[src/common/msd_pkg.sv]
// constants and types shared by the memory site decoder
package msd_pkg;
   // ***********************************************************
   // register map (byte addresses)
   // ***********************************************************
   localparam int          REG_AW        = 12;
   localparam logic [11:0] REG_CFG       = 12'h000;
   localparam logic [11:0] REG_STATUS    = 12'h004;
   localparam logic [11:0] REG_BLOCKED   = 12'h008;
   localparam logic [1:0]  RESP_OKAY     = 2'h0;
   localparam logic [1:0]  RESP_SLVERR   = 2'h2;
   // ***********************************************************
   // configuration and status fields
   // ***********************************************************
   localparam int          CFG_W         = 10;
   localparam logic [9:0]  CFG_RESET     = 10'h000;
   localparam int          CFG_PSZ_LSB   = 0;
   localparam int          CFG_DSZ_LSB   = 3;
   localparam int          CFG_RELOC     = 5;
   localparam int          CFG_EE8K      = 6;
   localparam int          CFG_ADDON     = 7;
   localparam int          CFG_WS_LSB    = 8;
   localparam int          ST_BUSY       = 0;
   localparam int          ST_PROT       = 1;
   localparam int          ST_GRP_LSB    = 2;
   localparam int          ST_FAULT      = 4;
   localparam int          CNT_W         = 16;
   // ***********************************************************
   // device size codes and decoded region widths
   // ***********************************************************
   localparam logic [2:0]  PSZ_8K        = 3'h0;
   localparam logic [2:0]  PSZ_16K       = 3'h1;
   localparam logic [2:0]  PSZ_32K       = 3'h2;
   localparam logic [2:0]  PSZ_64K       = 3'h3;
   localparam logic [2:0]  PSZ_EE2K      = 3'h4;
   localparam logic [2:0]  PSZ_EE8K      = 3'h5;
   localparam logic [1:0]  DSZ_2K        = 2'h0;
   localparam logic [1:0]  DSZ_8K        = 2'h1;
   localparam logic [1:0]  DSZ_32K       = 2'h2;
   localparam logic [4:0]  BITS_8KB      = 5'h0D;
   localparam logic [4:0]  BITS_32KB     = 5'h0F;
   localparam logic [4:0]  BITS_64KB     = 5'h10;
   localparam logic [4:0]  BITS_128KB    = 5'h11;
   localparam logic [4:0]  BITS_256KB    = 5'h12;
   localparam logic [4:0]  BITS_ADDON_MX = 5'h10;
   localparam logic [4:0]  SITE_SHIFT    = 5'h02;
   localparam int          EE2K_OFS_W    = 11;
   // ***********************************************************
   // address space, bus widths, site group codes and cycle states
   // ***********************************************************
   localparam int          CPU_AW        = 20;
   localparam int          DEV_AW        = 18;
   localparam logic [20:0] SPACE_TOP     = 21'h100000;
   localparam logic [20:0] SPACE_BOTTOM  = 21'h000000;
   localparam logic [1:0]  GRP_NONE      = 2'h0;
   localparam logic [1:0]  GRP_PROG      = 2'h1;
   localparam logic [1:0]  GRP_DATA      = 2'h2;
   localparam logic [1:0]  GRP_ADDON     = 2'h3;
   typedef enum logic {CYC_IDLE, CYC_ACCESS} msd_cyc_e;
endpackage : msd_pkg

[src/msd_decoder.sv]
// memory site decoder top: cpu cycle decode, gating and axi4-lite registers
//
// The implementer's own choices: the register offsets and the AXI4-Lite interface to the registers.
`timescale 1ns/1ps
module msd_decoder
   import msd_pkg::*;
(
   // clock and reset
   input  wire logic                  aclk,
   input  wire logic                  aresetn,
   // axi4-lite write
   input  wire logic [msd_pkg::REG_AW-1:0] s_axi_awaddr,
   input  wire logic                  s_axi_awvalid,
   output logic                       s_axi_awready,
   input  wire logic [31:0]           s_axi_wdata,
   input  wire logic [3:0]            s_axi_wstrb,
   input  wire logic                  s_axi_wvalid,
   output logic                       s_axi_wready,
   output logic [1:0]                 s_axi_bresp,
   output logic                       s_axi_bvalid,
   input  wire logic                  s_axi_bready,
   // axi4-lite read
   input  wire logic [msd_pkg::REG_AW-1:0] s_axi_araddr,
   input  wire logic                  s_axi_arvalid,
   output logic                       s_axi_arready,
   output logic [31:0]                s_axi_rdata,
   output logic [1:0]                 s_axi_rresp,
   output logic                       s_axi_rvalid,
   input  wire logic                  s_axi_rready,
   // processor local bus
   input  wire logic                  cpu_req,
   input  wire logic                  cpu_wr,
   input  wire logic [msd_pkg::CPU_AW-1:0] cpu_addr,
   output logic                       cpu_busy,
   output logic                       cpu_ready,
   output logic                       cpu_fault,
   // auxiliary control connector
   input  wire logic                  aux_mem_protect,
   // memory sites
   output logic [3:0]                 prog_cs,
   output logic [3:0]                 data_cs,
   output logic [3:0]                 addon_cs,
   output logic [msd_pkg::DEV_AW-1:0] dev_addr,
   output logic                       dev_oe,
   output logic                       dev_we
);
   // ***********************************************************
   // declarations
   // ***********************************************************
   logic [CFG_W-1:0]  cfg_r, cfg_nxt, live_r, live_nxt;
   logic [REG_AW-1:0] awaddr_r, awaddr_nxt;
   logic [31:0]       wdata_r, wdata_nxt, rdata_r, rdata_nxt;
   logic [3:0]        wstrb_r, wstrb_nxt;
   logic              aw_have_r, aw_have_nxt, w_have_r, w_have_nxt;
   logic              awready_r, awready_nxt, wready_r, wready_nxt;
   logic              bvalid_r, bvalid_nxt, arready_r, arready_nxt;
   logic              rvalid_r, rvalid_nxt;
   logic [1:0]        bresp_r, bresp_nxt, rresp_r, rresp_nxt;
   logic              fault_st_r, fault_st_nxt;
   logic [CNT_W-1:0]  blk_cnt_r, blk_cnt_nxt;
   logic              do_write, wr_fault_clr, wr_cnt_clr;
   msd_cyc_e          cyc_r, cyc_nxt;
   logic [1:0]        grp_r, grp_nxt, last_grp_r, last_grp_nxt;
   logic [3:0]        pcs_r, pcs_nxt, dcs_r, dcs_nxt, acs_r, acs_nxt;
   logic [DEV_AW-1:0] daddr_r, daddr_nxt;
   logic              oe_r, oe_nxt, we_r, we_nxt;
   logic              rdy_r, rdy_nxt, flt_r, flt_nxt, busy_r, busy_nxt;
   logic              blocked;
   logic [2:0]        psz;
   logic [1:0]        dsz;
   logic [4:0]        pbits, dbits, abits;
   logic [20:0]       pbase, dbase, abase, dsize;
   logic              p_hit, d_hit, a_hit, wait_load, wait_done, ws_abort;
   logic [1:0]        p_site, d_site, a_site;
   logic [DEV_AW-1:0] p_ofs, d_ofs, a_ofs;
   logic [3:0]        site_dec;

   // ***********************************************************
   // memory map from the live configuration
   // ***********************************************************
   always_comb begin
      psz = live_r[CFG_PSZ_LSB +: 3];
      dsz = live_r[CFG_DSZ_LSB +: 2];
      unique case (psz)
         PSZ_16K:  pbits = BITS_64KB;
         PSZ_32K:  pbits = BITS_128KB;
         PSZ_64K:  pbits = BITS_256KB;
         PSZ_EE2K: pbits = live_r[CFG_EE8K] ? BITS_32KB : BITS_8KB;
         default:  pbits = BITS_32KB;
      endcase
      unique case (dsz)
         DSZ_8K:  dbits = BITS_32KB;
         DSZ_32K: dbits = BITS_128KB;
         default: dbits = BITS_8KB;
      endcase
      abits = (dbits > BITS_ADDON_MX) ? BITS_ADDON_MX : dbits;
      dsize = SPACE_TOP >> (BITS_256KB + SITE_SHIFT - dbits);
      pbase = SPACE_TOP - (SPACE_TOP >> (BITS_256KB + SITE_SHIFT - pbits));
      dbase = live_r[CFG_RELOC] ? pbase - dsize : SPACE_BOTTOM;
      abase = dbase + dsize;
   end

   // one window per site group, four sites each
   msd_range u_prog (
      .en     (1'b1),
      .base   (pbase),
      .bits   (pbits),
      .addr   (cpu_addr),
      .hit    (p_hit),
      .site   (p_site),
      .offset (p_ofs)
   );
   msd_range u_data (
      .en     (1'b1),
      .base   (dbase),
      .bits   (dbits),
      .addr   (cpu_addr),
      .hit    (d_hit),
      .site   (d_site),
      .offset (d_ofs)
   );
   msd_range u_addon (
      .en     (live_r[CFG_ADDON]),
      .base   (abase),
      .bits   (abits),
      .addr   (cpu_addr),
      .hit    (a_hit),
      .site   (a_site),
      .offset (a_ofs)
   );

   msd_wait u_wait (
      .aclk    (aclk),
      .aresetn (aresetn),
      .load    (wait_load),
      .abort   (ws_abort),
      .waits   (live_r[CFG_WS_LSB +: 2]),
      .done    (wait_done)
   );

   // ***********************************************************
   // cpu cycle sequencing
   // ***********************************************************
   // the cpu local bus is the only requester of the sites
   always_comb begin
      cyc_nxt      = cyc_r;
      grp_nxt      = grp_r;
      last_grp_nxt = last_grp_r;
      pcs_nxt      = pcs_r;
      dcs_nxt      = dcs_r;
      acs_nxt      = acs_r;
      daddr_nxt    = daddr_r;
      oe_nxt       = oe_r;
      we_nxt       = we_r;
      rdy_nxt      = 1'b0;
      flt_nxt      = 1'b0;
      blocked      = 1'b0;
      wait_load    = 1'b0;
      ws_abort     = 1'b0;
      live_nxt     = live_r;
      site_dec     = 4'h0;
      unique case (cyc_r)
         CYC_IDLE: begin
            if (cpu_req) begin
               // program group wins, then data, then add-on
               if (p_hit) begin
                  grp_nxt   = GRP_PROG;
                  site_dec  = 4'h1 << p_site;
                  daddr_nxt = (psz == PSZ_EE2K) ? DEV_AW'(p_ofs[EE2K_OFS_W-1:0]) : p_ofs;
               end else if (d_hit) begin
                  grp_nxt   = GRP_DATA;
                  site_dec  = 4'h1 << d_site;
                  daddr_nxt = d_ofs;
               end else if (a_hit) begin
                  grp_nxt   = GRP_ADDON;
                  site_dec  = 4'h1 << a_site;
                  daddr_nxt = a_ofs;
               end else begin
                  grp_nxt   = GRP_NONE;
               end
               blocked      = aux_mem_protect && (grp_nxt == GRP_DATA || grp_nxt == GRP_ADDON);
               last_grp_nxt = grp_nxt;
               if (grp_nxt == GRP_NONE || blocked) begin
                  flt_nxt = 1'b1;
               end else begin
                  cyc_nxt   = CYC_ACCESS;
                  wait_load = 1'b1;
                  oe_nxt    = !cpu_wr;
                  we_nxt    = cpu_wr;
                  pcs_nxt   = (grp_nxt == GRP_PROG) ? site_dec : 4'h0;
                  dcs_nxt   = (grp_nxt == GRP_DATA) ? site_dec : 4'h0;
                  acs_nxt   = (grp_nxt == GRP_ADDON) ? site_dec : 4'h0;
               end
            end else begin
               live_nxt = cfg_r;
            end
         end
         CYC_ACCESS: begin
            blocked = aux_mem_protect && grp_r != GRP_PROG;
            if (blocked || wait_done) begin
               ws_abort = blocked;
               cyc_nxt  = CYC_IDLE;
               rdy_nxt  = !blocked;
               flt_nxt  = blocked;
               pcs_nxt  = 4'h0;
               dcs_nxt  = 4'h0;
               acs_nxt  = 4'h0;
               oe_nxt   = 1'b0;
               we_nxt   = 1'b0;
            end
         end
      endcase
      busy_nxt = cyc_nxt == CYC_ACCESS;
   end

   always_ff @(posedge aclk) begin
      if (!aresetn) begin
         cyc_r      <= CYC_IDLE;
         grp_r      <= GRP_NONE;
         last_grp_r <= GRP_NONE;
         pcs_r      <= 4'h0;
         dcs_r      <= 4'h0;
         acs_r      <= 4'h0;
         daddr_r    <= '0;
         oe_r       <= 1'b0;
         we_r       <= 1'b0;
         rdy_r      <= 1'b0;
         flt_r      <= 1'b0;
         busy_r     <= 1'b0;
         live_r     <= CFG_RESET;
      end else begin
         cyc_r      <= cyc_nxt;
         grp_r      <= grp_nxt;
         last_grp_r <= last_grp_nxt;
         pcs_r      <= pcs_nxt;
         dcs_r      <= dcs_nxt;
         acs_r      <= acs_nxt;
         daddr_r    <= daddr_nxt;
         oe_r       <= oe_nxt;
         we_r       <= we_nxt;
         rdy_r      <= rdy_nxt;
         flt_r      <= flt_nxt;
         busy_r     <= busy_nxt;
         live_r     <= live_nxt;
      end
   end

   // ***********************************************************
   // axi4-lite register slave
   // ***********************************************************
   always_comb begin
      aw_have_nxt  = aw_have_r;
      w_have_nxt   = w_have_r;
      awaddr_nxt   = awaddr_r;
      wdata_nxt    = wdata_r;
      wstrb_nxt    = wstrb_r;
      bvalid_nxt   = bvalid_r && !s_axi_bready;
      bresp_nxt    = bresp_r;
      cfg_nxt      = cfg_r;
      wr_fault_clr = 1'b0;
      wr_cnt_clr   = 1'b0;
      if (s_axi_awvalid && awready_r) begin
         aw_have_nxt = 1'b1;
         awaddr_nxt  = s_axi_awaddr;
      end
      if (s_axi_wvalid && wready_r) begin
         w_have_nxt = 1'b1;
         wdata_nxt  = s_axi_wdata;
         wstrb_nxt  = s_axi_wstrb;
      end
      do_write = aw_have_r && w_have_r && !bvalid_r;
      if (do_write) begin
         aw_have_nxt = 1'b0;
         w_have_nxt  = 1'b0;
         bvalid_nxt  = 1'b1;
         bresp_nxt   = RESP_OKAY;
         unique case (awaddr_r)
            REG_CFG: begin
               if (wstrb_r[0]) cfg_nxt[7:0] = wdata_r[7:0];
               if (wstrb_r[1]) cfg_nxt[CFG_W-1:8] = wdata_r[CFG_W-1:8];
            end
            REG_STATUS:  wr_fault_clr = wstrb_r[0] && wdata_r[ST_FAULT];
            REG_BLOCKED: wr_cnt_clr = |wstrb_r;
            default:     bresp_nxt = RESP_SLVERR;
         endcase
      end
      awready_nxt = !aw_have_nxt && !bvalid_nxt;
      wready_nxt  = !w_have_nxt && !bvalid_nxt;
      // sticky fault and blocked count: a new event beats a clear
      fault_st_nxt = flt_nxt || (fault_st_r && !wr_fault_clr);
      blk_cnt_nxt  = wr_cnt_clr ? '0 : blk_cnt_r;
      if (blocked && blk_cnt_nxt != {CNT_W{1'b1}}) blk_cnt_nxt = blk_cnt_nxt + 1'b1;
      // read channel
      rvalid_nxt = rvalid_r && !s_axi_rready;
      rdata_nxt  = rdata_r;
      rresp_nxt  = rresp_r;
      if (s_axi_arvalid && arready_r) begin
         rvalid_nxt = 1'b1;
         rresp_nxt  = RESP_OKAY;
         rdata_nxt  = 32'h0000_0000;
         unique case (s_axi_araddr)
            REG_CFG: rdata_nxt[CFG_W-1:0] = cfg_r;
            REG_STATUS: begin
               rdata_nxt[ST_BUSY]           = busy_r;
               rdata_nxt[ST_PROT]           = aux_mem_protect;
               rdata_nxt[ST_GRP_LSB +: 2]   = last_grp_r;
               rdata_nxt[ST_FAULT]          = fault_st_r;
            end
            REG_BLOCKED: rdata_nxt[CNT_W-1:0] = blk_cnt_r;
            default:     rresp_nxt = RESP_SLVERR;
         endcase
      end
      arready_nxt = !rvalid_nxt;
   end

   always_ff @(posedge aclk) begin
      if (!aresetn) begin
         cfg_r      <= CFG_RESET;
         aw_have_r  <= 1'b0;
         w_have_r   <= 1'b0;
         awaddr_r   <= '0;
         wdata_r    <= 32'h0000_0000;
         wstrb_r    <= 4'h0;
         awready_r  <= 1'b0;
         wready_r   <= 1'b0;
         bvalid_r   <= 1'b0;
         bresp_r    <= RESP_OKAY;
         arready_r  <= 1'b0;
         rvalid_r   <= 1'b0;
         rdata_r    <= 32'h0000_0000;
         rresp_r    <= RESP_OKAY;
         fault_st_r <= 1'b0;
         blk_cnt_r  <= '0;
      end else begin
         cfg_r      <= cfg_nxt;
         aw_have_r  <= aw_have_nxt;
         w_have_r   <= w_have_nxt;
         awaddr_r   <= awaddr_nxt;
         wdata_r    <= wdata_nxt;
         wstrb_r    <= wstrb_nxt;
         awready_r  <= awready_nxt;
         wready_r   <= wready_nxt;
         bvalid_r   <= bvalid_nxt;
         bresp_r    <= bresp_nxt;
         arready_r  <= arready_nxt;
         rvalid_r   <= rvalid_nxt;
         rdata_r    <= rdata_nxt;
         rresp_r    <= rresp_nxt;
         fault_st_r <= fault_st_nxt;
         blk_cnt_r  <= blk_cnt_nxt;
      end
   end

   // ***********************************************************
   // outputs
   // ***********************************************************
   assign s_axi_awready = awready_r;
   assign s_axi_wready  = wready_r;
   assign s_axi_bvalid  = bvalid_r;
   assign s_axi_bresp   = bresp_r;
   assign s_axi_arready = arready_r;
   assign s_axi_rvalid  = rvalid_r;
   assign s_axi_rdata   = rdata_r;
   assign s_axi_rresp   = rresp_r;
   assign cpu_busy      = busy_r;
   assign cpu_ready     = rdy_r;
   assign cpu_fault     = flt_r;
   assign prog_cs       = pcs_r;
   assign data_cs       = dcs_r;
   assign addon_cs      = acs_r;
   assign dev_addr      = daddr_r;
   assign dev_oe        = oe_r;
   assign dev_we        = we_r;
endmodule : msd_decoder

[src/msd_range.sv]
// one site group window: hit test, site index and in-device offset
`timescale 1ns/1ps
module msd_range
   import msd_pkg::*;
(
   // window
   input  wire logic                  en,
   input  wire logic [20:0]           base,
   input  wire logic [4:0]            bits,
   // address
   input  wire logic [CPU_AW-1:0]     addr,
   // result
   output logic                       hit,
   output logic [1:0]                 site,
   output logic [DEV_AW-1:0]          offset
);
   logic [20:0] diff;
   logic [20:0] size;
   logic [20:0] dev_mask;
   logic [20:0] site_bits;

   always_comb begin
      diff      = {1'b0, addr} - base;
      size      = SPACE_TOP >> (BITS_256KB + SITE_SHIFT - bits);
      dev_mask  = (size >> SITE_SHIFT) - 21'h000001;
      site_bits = diff >> (bits - SITE_SHIFT);
      hit       = en && ({1'b0, addr} >= base) && (diff < size);
      site      = site_bits[1:0];
      offset    = diff[DEV_AW-1:0] & dev_mask[DEV_AW-1:0];
   end
endmodule : msd_range

[src/msd_wait.sv]
// wait state counter for one memory access
`timescale 1ns/1ps
module msd_wait
   import msd_pkg::*;
(
   // clock and reset
   input  wire logic                  aclk,
   input  wire logic                  aresetn,
   // control
   input  wire logic                  load,
   input  wire logic                  abort,
   input  wire logic [1:0]            waits,
   // status
   output logic                       done
);
   logic [1:0] cnt_r;
   logic [1:0] cnt_nxt;
   logic       act_r;
   logic       act_nxt;

   always_comb begin
      cnt_nxt = cnt_r;
      act_nxt = act_r;
      if (load) begin
         cnt_nxt = waits;
         act_nxt = 1'b1;
      end else if (abort || (act_r && cnt_r == 2'h0)) begin
         act_nxt = 1'b0;
      end else if (act_r) begin
         cnt_nxt = cnt_r - 2'h1;
      end
   end

   always_ff @(posedge aclk) begin
      if (!aresetn) begin
         cnt_r <= 2'h0;
         act_r <= 1'b0;
      end else begin
         cnt_r <= cnt_nxt;
         act_r <= act_nxt;
      end
   end

   assign done = act_r && (cnt_r == 2'h0);
endmodule : msd_wait

[config.mk]
export PLATFORM = sky130hd
export DESIGN_NAME = msd_decoder
export DESIGN_NICKNAME = d
export VERILOG_FILES = /design/src/common/msd_pkg.sv /design/src/msd_decoder.sv /design/src/msd_range.sv /design/src/msd_wait.sv
export SDC_FILE = /design/constraint.sdc
export NUM_CORES = 1
export LEC_CHECK = 0
export BUFFER_PORTS_ARGS = -buffer_cell sky130_fd_sc_hd__clkbuf_2
export CORE_ASPECT_RATIO = 0.8
export CORE_MARGIN = 2
export CORE_UTILIZATION = 61
export CTS_BUF_LIST = sky130_fd_sc_hd__clkbuf_8
export DETAILED_ROUTE_END_ITERATION = 16
export GPL_TIMING_DRIVEN = 0
export PLACE_DENSITY = 0.82
export SETUP_SLACK_MARGIN = 0.1
export SLEW_MARGIN = 20
export SYNTH_ARGS = -nofsm -noshare
export SYNTH_HDL_FRONTEND = slang
export SYNTH_SLANG_ARGS = --single-unit
[constraint.sdc]
create_clock -name aclk -period 9 [get_ports aclk]
set_clock_uncertainty 0.05 [all_clocks]
set_input_delay 0.9 -clock aclk [delete_from_list [all_inputs] [get_ports aclk]]
set_output_delay 0.9 -clock aclk [all_outputs]
set_load 0.02 [all_outputs]
# After elaboration in Yosys (flattened, before gate mapping)
# Cells that the tools add are included.
# word_totals
mem_count	0
in_bits	90
mem_bits_ro	0
output_inout_bits	76
ramBits	0
elab_cells	210
regBits	130
latchBits	0
# classes
bitwise	5
mul	0
n_lt_le_gt_ge	7
reduce_logical	52
addsub	17
div_mod_pow	0
n_mux	71
n_eq_ne	19
shift	9
# ops
cell	n
$mux 18	4
$ge 20x21->1	3
$lt 21x21->1	3
$shr 21x5->2	3
$shr 21x5->21 const A	3
$sub 20x21->21	3
$and 18x18->18	3
$sub 18x1->18 const B	3
$mux 4	13
$mux 16	2
$mux 1	26
$eq 12x3->1 const B	2
$eq 12x4->1 const B	2
$logic_not 12->1	2
$pmux 4 s2	3
$mux 2	11
$add 21x21->21	1
$mux 21	1
$sub 21x21->21	1
$sub 21x21->21 const A	1
$pmux 5 s2	2
$pmux 5 s4	1
$logic_and 1x1->1	19
$add 16x1->16 const B	1
27 further kinds	67

# Longest topological paths before layout
# depth
ltp_word	25
mapped_depth	39

# Cells and area by module
# A second synthesis with hierarchy kept.
# hier_totals
hier_cells	2202
area_unflattened_um2	15790.1
# by_module_without_submodules
module	area_each_um2	instances	cells_per_inst	seq_area_each_um2
msd_decoder	6486.2	1	836	2502.4
msd_range (u_addon ...)	3080.5	2	457	0.0
msd_range (u_prog)	2975.4	1	434	0.0
msd_wait	167.7	1	18	60.1

# Worst setup path before layout
# OpenSTA, ideal clock, no wires.
# synth_path
kind	reg-to-reg
from	reg live_r[1]
to	reg blk_cnt_r[9]
setup_ns	0.119
t_required_ns	8.831
synth_period_minus_slack_ns	7.866
t_arrival_ns	7.697
path_stages_with_launch	36
n_path_buf	4
path_slack_ns	1.134
cell_sequence	dfxtp_1 > buf_6 > clkbuf_1 > o21bai_1 > ha_1 > buf_2 > buf_1 > nand3_1 > ha_1 > inv_1 > xnor2_2 > inv_2 > xnor2_1 > nand2_1 > inv_1 > ha_1 > a21oi_1 > xor2_1 > nand3_1 > ha_1 > o211a_1 > a211o_1 > o21ai_1 > a211o_1 > a21boi_0 > a221o_1 > xnor2_1 > ha_1 > o2111a_1 > o31ai_1 > nand4b_1 > or4_1 > o211ai_4 > nand2_2 > or4_1 > mux2i_1
# synth_via
elab_chain_cells	23
# synth_rtl
item	line	source
from (decl)	msd_decoder.sv:50	logic [CFG_W-1:0] cfg_r, cfg_nxt, live_r, live_nxt;
from (signal assigned)	msd_decoder.sv:244	live_r <= live_nxt;
$eq 3x3->1, or another cell as far along	msd_decoder.sv:84	unique case (psz)
$pmux 5 s4 *	msd_decoder.sv:84	
$sub 5x5->5 *	msd_decoder.sv:98, msd_range.sv:24	
$shr 21x5->21 *	msd_decoder.sv:98, msd_range.sv:24	
$sub 21x21->21	msd_decoder.sv:98	pbase = SPACE_TOP - (SPACE_TOP >> (BITS_256KB + SITE_SHIFT - pbits));
$sub 21x21->21	msd_decoder.sv:99	dbase = live_r[CFG_RELOC] ? pbase - dsize : SPACE_BOTTOM;
$mux 21	msd_decoder.sv:99	
$add 21x21->21	msd_decoder.sv:100	abase = dbase + dsize;
[7 not listed]	-	
$mux 2 *	msd_decoder.sv:162	unique case (cyc_r)
$eq 2x2->1	msd_decoder.sv:181	blocked = aux_mem_protect && (grp_nxt == GRP_DATA || grp_nxt == GRP_ADDON);
$logic_or 1x1->1 *	msd_decoder.sv:181	
$logic_and 1x1->1 *	msd_decoder.sv:181	
$mux 1 *	msd_decoder.sv:164	if (cpu_req) begin
$pmux 1 s2 *	msd_decoder.sv:162	
$logic_and 1x1->1 *	msd_decoder.sv:292	if (blocked && blk_cnt_nxt != {CNT_W{1'b1}}) blk_cnt_nxt = blk_cnt_nxt + 1'b1;
$mux 16 *	msd_decoder.sv:292	
to (signal assigned)	msd_decoder.sv:350	blk_cnt_r <= blk_cnt_nxt;
to (decl)	msd_decoder.sv:60	logic [CNT_W-1:0] blk_cnt_r, blk_cnt_nxt;
# Every way passes the cells marked *; elsewhere a longest branch is shown, timed or not. The select of a mux whose other input is x is not followed.
# A chain may end at the register's enable or synchronous reset.

# Worst setup path in the final report
# layout_path
from	reg live_r[2]
to	reg blk_cnt_r[5]
# The elaborated chain is that of the path after synthesis.

==> results.md <==
* Status: finished clean
* Residual overflow from global routing at 0
* TritonCTS Buffers at 17
* Number of global-route vias before repair at 12.4k
* Commonest cells in the synthesized netlist: 211 x nand2_1, 133 x ha_1, 128 x dfxtp_1
* Yosys top cell by area: dfxtp_1
* CP max stage cell: or4_1
* Initial core utilization at 0.617
* Fillers at roughly 1.8k
* TritonCTS Sinks at between 100 and 150
* Setup TNS at 0 ps
* DR iter-0 viols at roughly 1.8k
* H-tree depth reported by CTS at 4
* Final Setup Violations at 0
* # port buffers at 124
* Critical-path maximum fanout at 19
* Critical Path End Type: flip-flop
* Number of synthesized register bits at approximately 130
* Achievable Freq at about 120 MHz
* Area of the die at around 0.023 sq mm
* Top FF cell, synth: dfxtp_1
* Drt wl/cell at just over 20 um
* Mean Syn Cell Area at 7.55 sq um
* Top cells by area, synth: dfxtp_1 19%, ha_1 13%, nand2_1 6.0%
* Core Rows at 48
* Routed met3 length at between 5 and 6 mm
* Leakage power at 0.00636 uW
* GRT Total Usage at 0.387
* First-pass GRT wire length at between 60 and 70 mm
* Vias per inst at 6.49
* Max layer used: met4
* Total wire length at between 40 and 50 mm
* Final slew viol count at 0
* Clock tree buffer depth at 2
* Core box area at between 0.02 and 0.025 sq mm
* Yosys top cell area share at 0.194
* Power density over cell area at ~110 mW/mm^2
* Die X at 169 um
* Diodes inserted at 0
* Slew headroom at 0.210
* Routability cong. at 1.07
* Unrepaired setup endpoints after global routing: no
* CP required at roughly 9300 ps
* Synth async-reset ratio at 0
* Final #Nets at 2173
* Crit path max-delay family: simple AND/OR/NAND/NOR gates
* Sequential Area at between 0.002 and 0.003 sq mm
* Min cycle time layout at between 8000 and 9000 ps
* Max cap viols at 0
* Drt pass-1 iters at 8
* Max incr delay on CP at ~670 ps
* Routed vias at between 10k and 15k
* Io pins at 166
* Post-synthesis instance area at roughly 0.013 sq mm
* Clock Latency Late Sink at between 400 and 500 ps
* Largest net degree at the start of global routing at 20
* Hold Buf Count CTS at 0
* Die height at 136 um
* Clock root cell: clkbuf_8
* Post-Place Setup Slack at -580 ps
* Top-count cell post-synth: nand2_1
* Count of cell types in the netlist at between 100 and 150
* Worst min path class: flip-flop to flip-flop
* Post-synth EDFFs at 0
* Crit path setup slack, layout at 410 ps
* Mapped Cells at about 1.8k
* Yosys warning count at 0
* Final hold viol count at 0
* Area delta synth->final at 12.5%
* Worst-margin pin slew at 1180 ps
* Tcrit/Tclk final at 0.954
* WL met1 at about 20 mm
* Critical path type: flip-flop to flip-flop
* Wire length on met2 at 18.8 mm
* Number of routed nets with antenna violations at 0
* Initial antenna violation count at 0
* WP data arrival at roughly 9000 ps
* Sequential share of the synthesized area at 0.194
* Share of layout cells above drive strength 1 at 0.135
* Area of the multi-input gates at about 0.010 sq mm
* Crit start category: flip-flop
* DRC at 0
* VDD IR max at around 0.000095 V
* CP bufs+invs at 5
* DP Wirelength at ~37 mm
* CTS tree: yes
* Worst-path clk slew at 90 ps
## final timing paths
check | from | endpoint | slack [ps] | cells after the start
setup / recovery | live_r[2] | blk_cnt_r[5] | 410 | 34
hold / removal | w_have_r | s_axi_wready | 400 | 1
setup reg to reg | live_r[2] | blk_cnt_r[5] | 410 | 34
hold reg to reg | w_have_r | s_axi_wready | 400 | 1
## area by class of cell
class | count | share of cell area
plain buffers | 105 | 0.0348
clock buffers | 18 | 0.0166
clock inverters | 14 | 0.0112
inverters | 88 | 0.0224
multi-input cells | 1482 | 0.678
flip-flops and latches | 128 | 0.172
well taps | 275 | 0.0231
repair buffers | 125 | 0.0420
## sequential cells by signal, indices dropped and copies added (netlist names), 10 cells and up
register / cells
awaddr_r: 12
dev_addr: 18
wdata_r: 10
s_axi_rdata: 16
blk_cnt_r: 16
cfg_r: 10
live_r: 10
## where the power goes
| group | switching, uW | internal, uW | leakage, uW |
|---|---|---|---|
| clock | 263 | 263 | 0.000208 |
| sequential | 15.6 | 585 | 0.00104 |
| combinational | 319 | 181 | 0.00511 |
## cell usage in the layout, fill, tap and decap left out, drive strengths merged, types with 10 or more instances in the layout
cell type and instances:
nand2 212, clkbuf 210, ha 133, dfxtp 128, nor2 118, a21oi 101
inv 94, o21ai 83, nand3 56, conb 56, a21boi 54, xnor2 51
nor2b 41, mux2i 41, buf 38, nor3 32, a21o 31, and2 28
o21a 27, and3 27, a31oi 24, nand4 24, o211ai 23, or3 22
nand2b 20, a211oi 18, o211a 16, xor2 16, o22ai 16, o31ai 15
nor4 14, a22oi 14, or2 11, o221ai 10, or4 10
## metal layers
metal	track usage	up-vias
met4	0.0982	0
li1	-	6755
met1	0.558	6805
met2	0.566	852
met3	0.108	95
met5	0	-
## cells by family after synthesis
logic type               count (synthesis)  synth area share
adder cells (fa/ha/maj)                137             0.131
buffers and inverters                  197            0.0643
other                                    2          0.000567
AND/OR/NAND/NOR                        651             0.246
XOR/XNOR                                67            0.0449
AO/OA/AOI/OAI                          528             0.287
flip-flops                             128             0.194
multiplexers                            43            0.0327
## metrics by stage
step,util,cells,power (uW),hold slack (ps),cell area (sq um)
detailed placement,0.672,2207,1090,396,14400
floorplan,-,1807,939,372,13400
global route,0.695,2235,1700,427,14900
finish,0.695,2235,1630,396,14900
CTS,0.692,2237,1600,400,14800
global placement,0.672,2206,1080,387,14400
## repair_timing
item                       4_1_cts  5_1_grt
pin swaps                        0        0
resized for setup                3       22
setup endpoints to repair       56       54
buffers inserted                 0        0
Power figures use the tool's default switching activity.
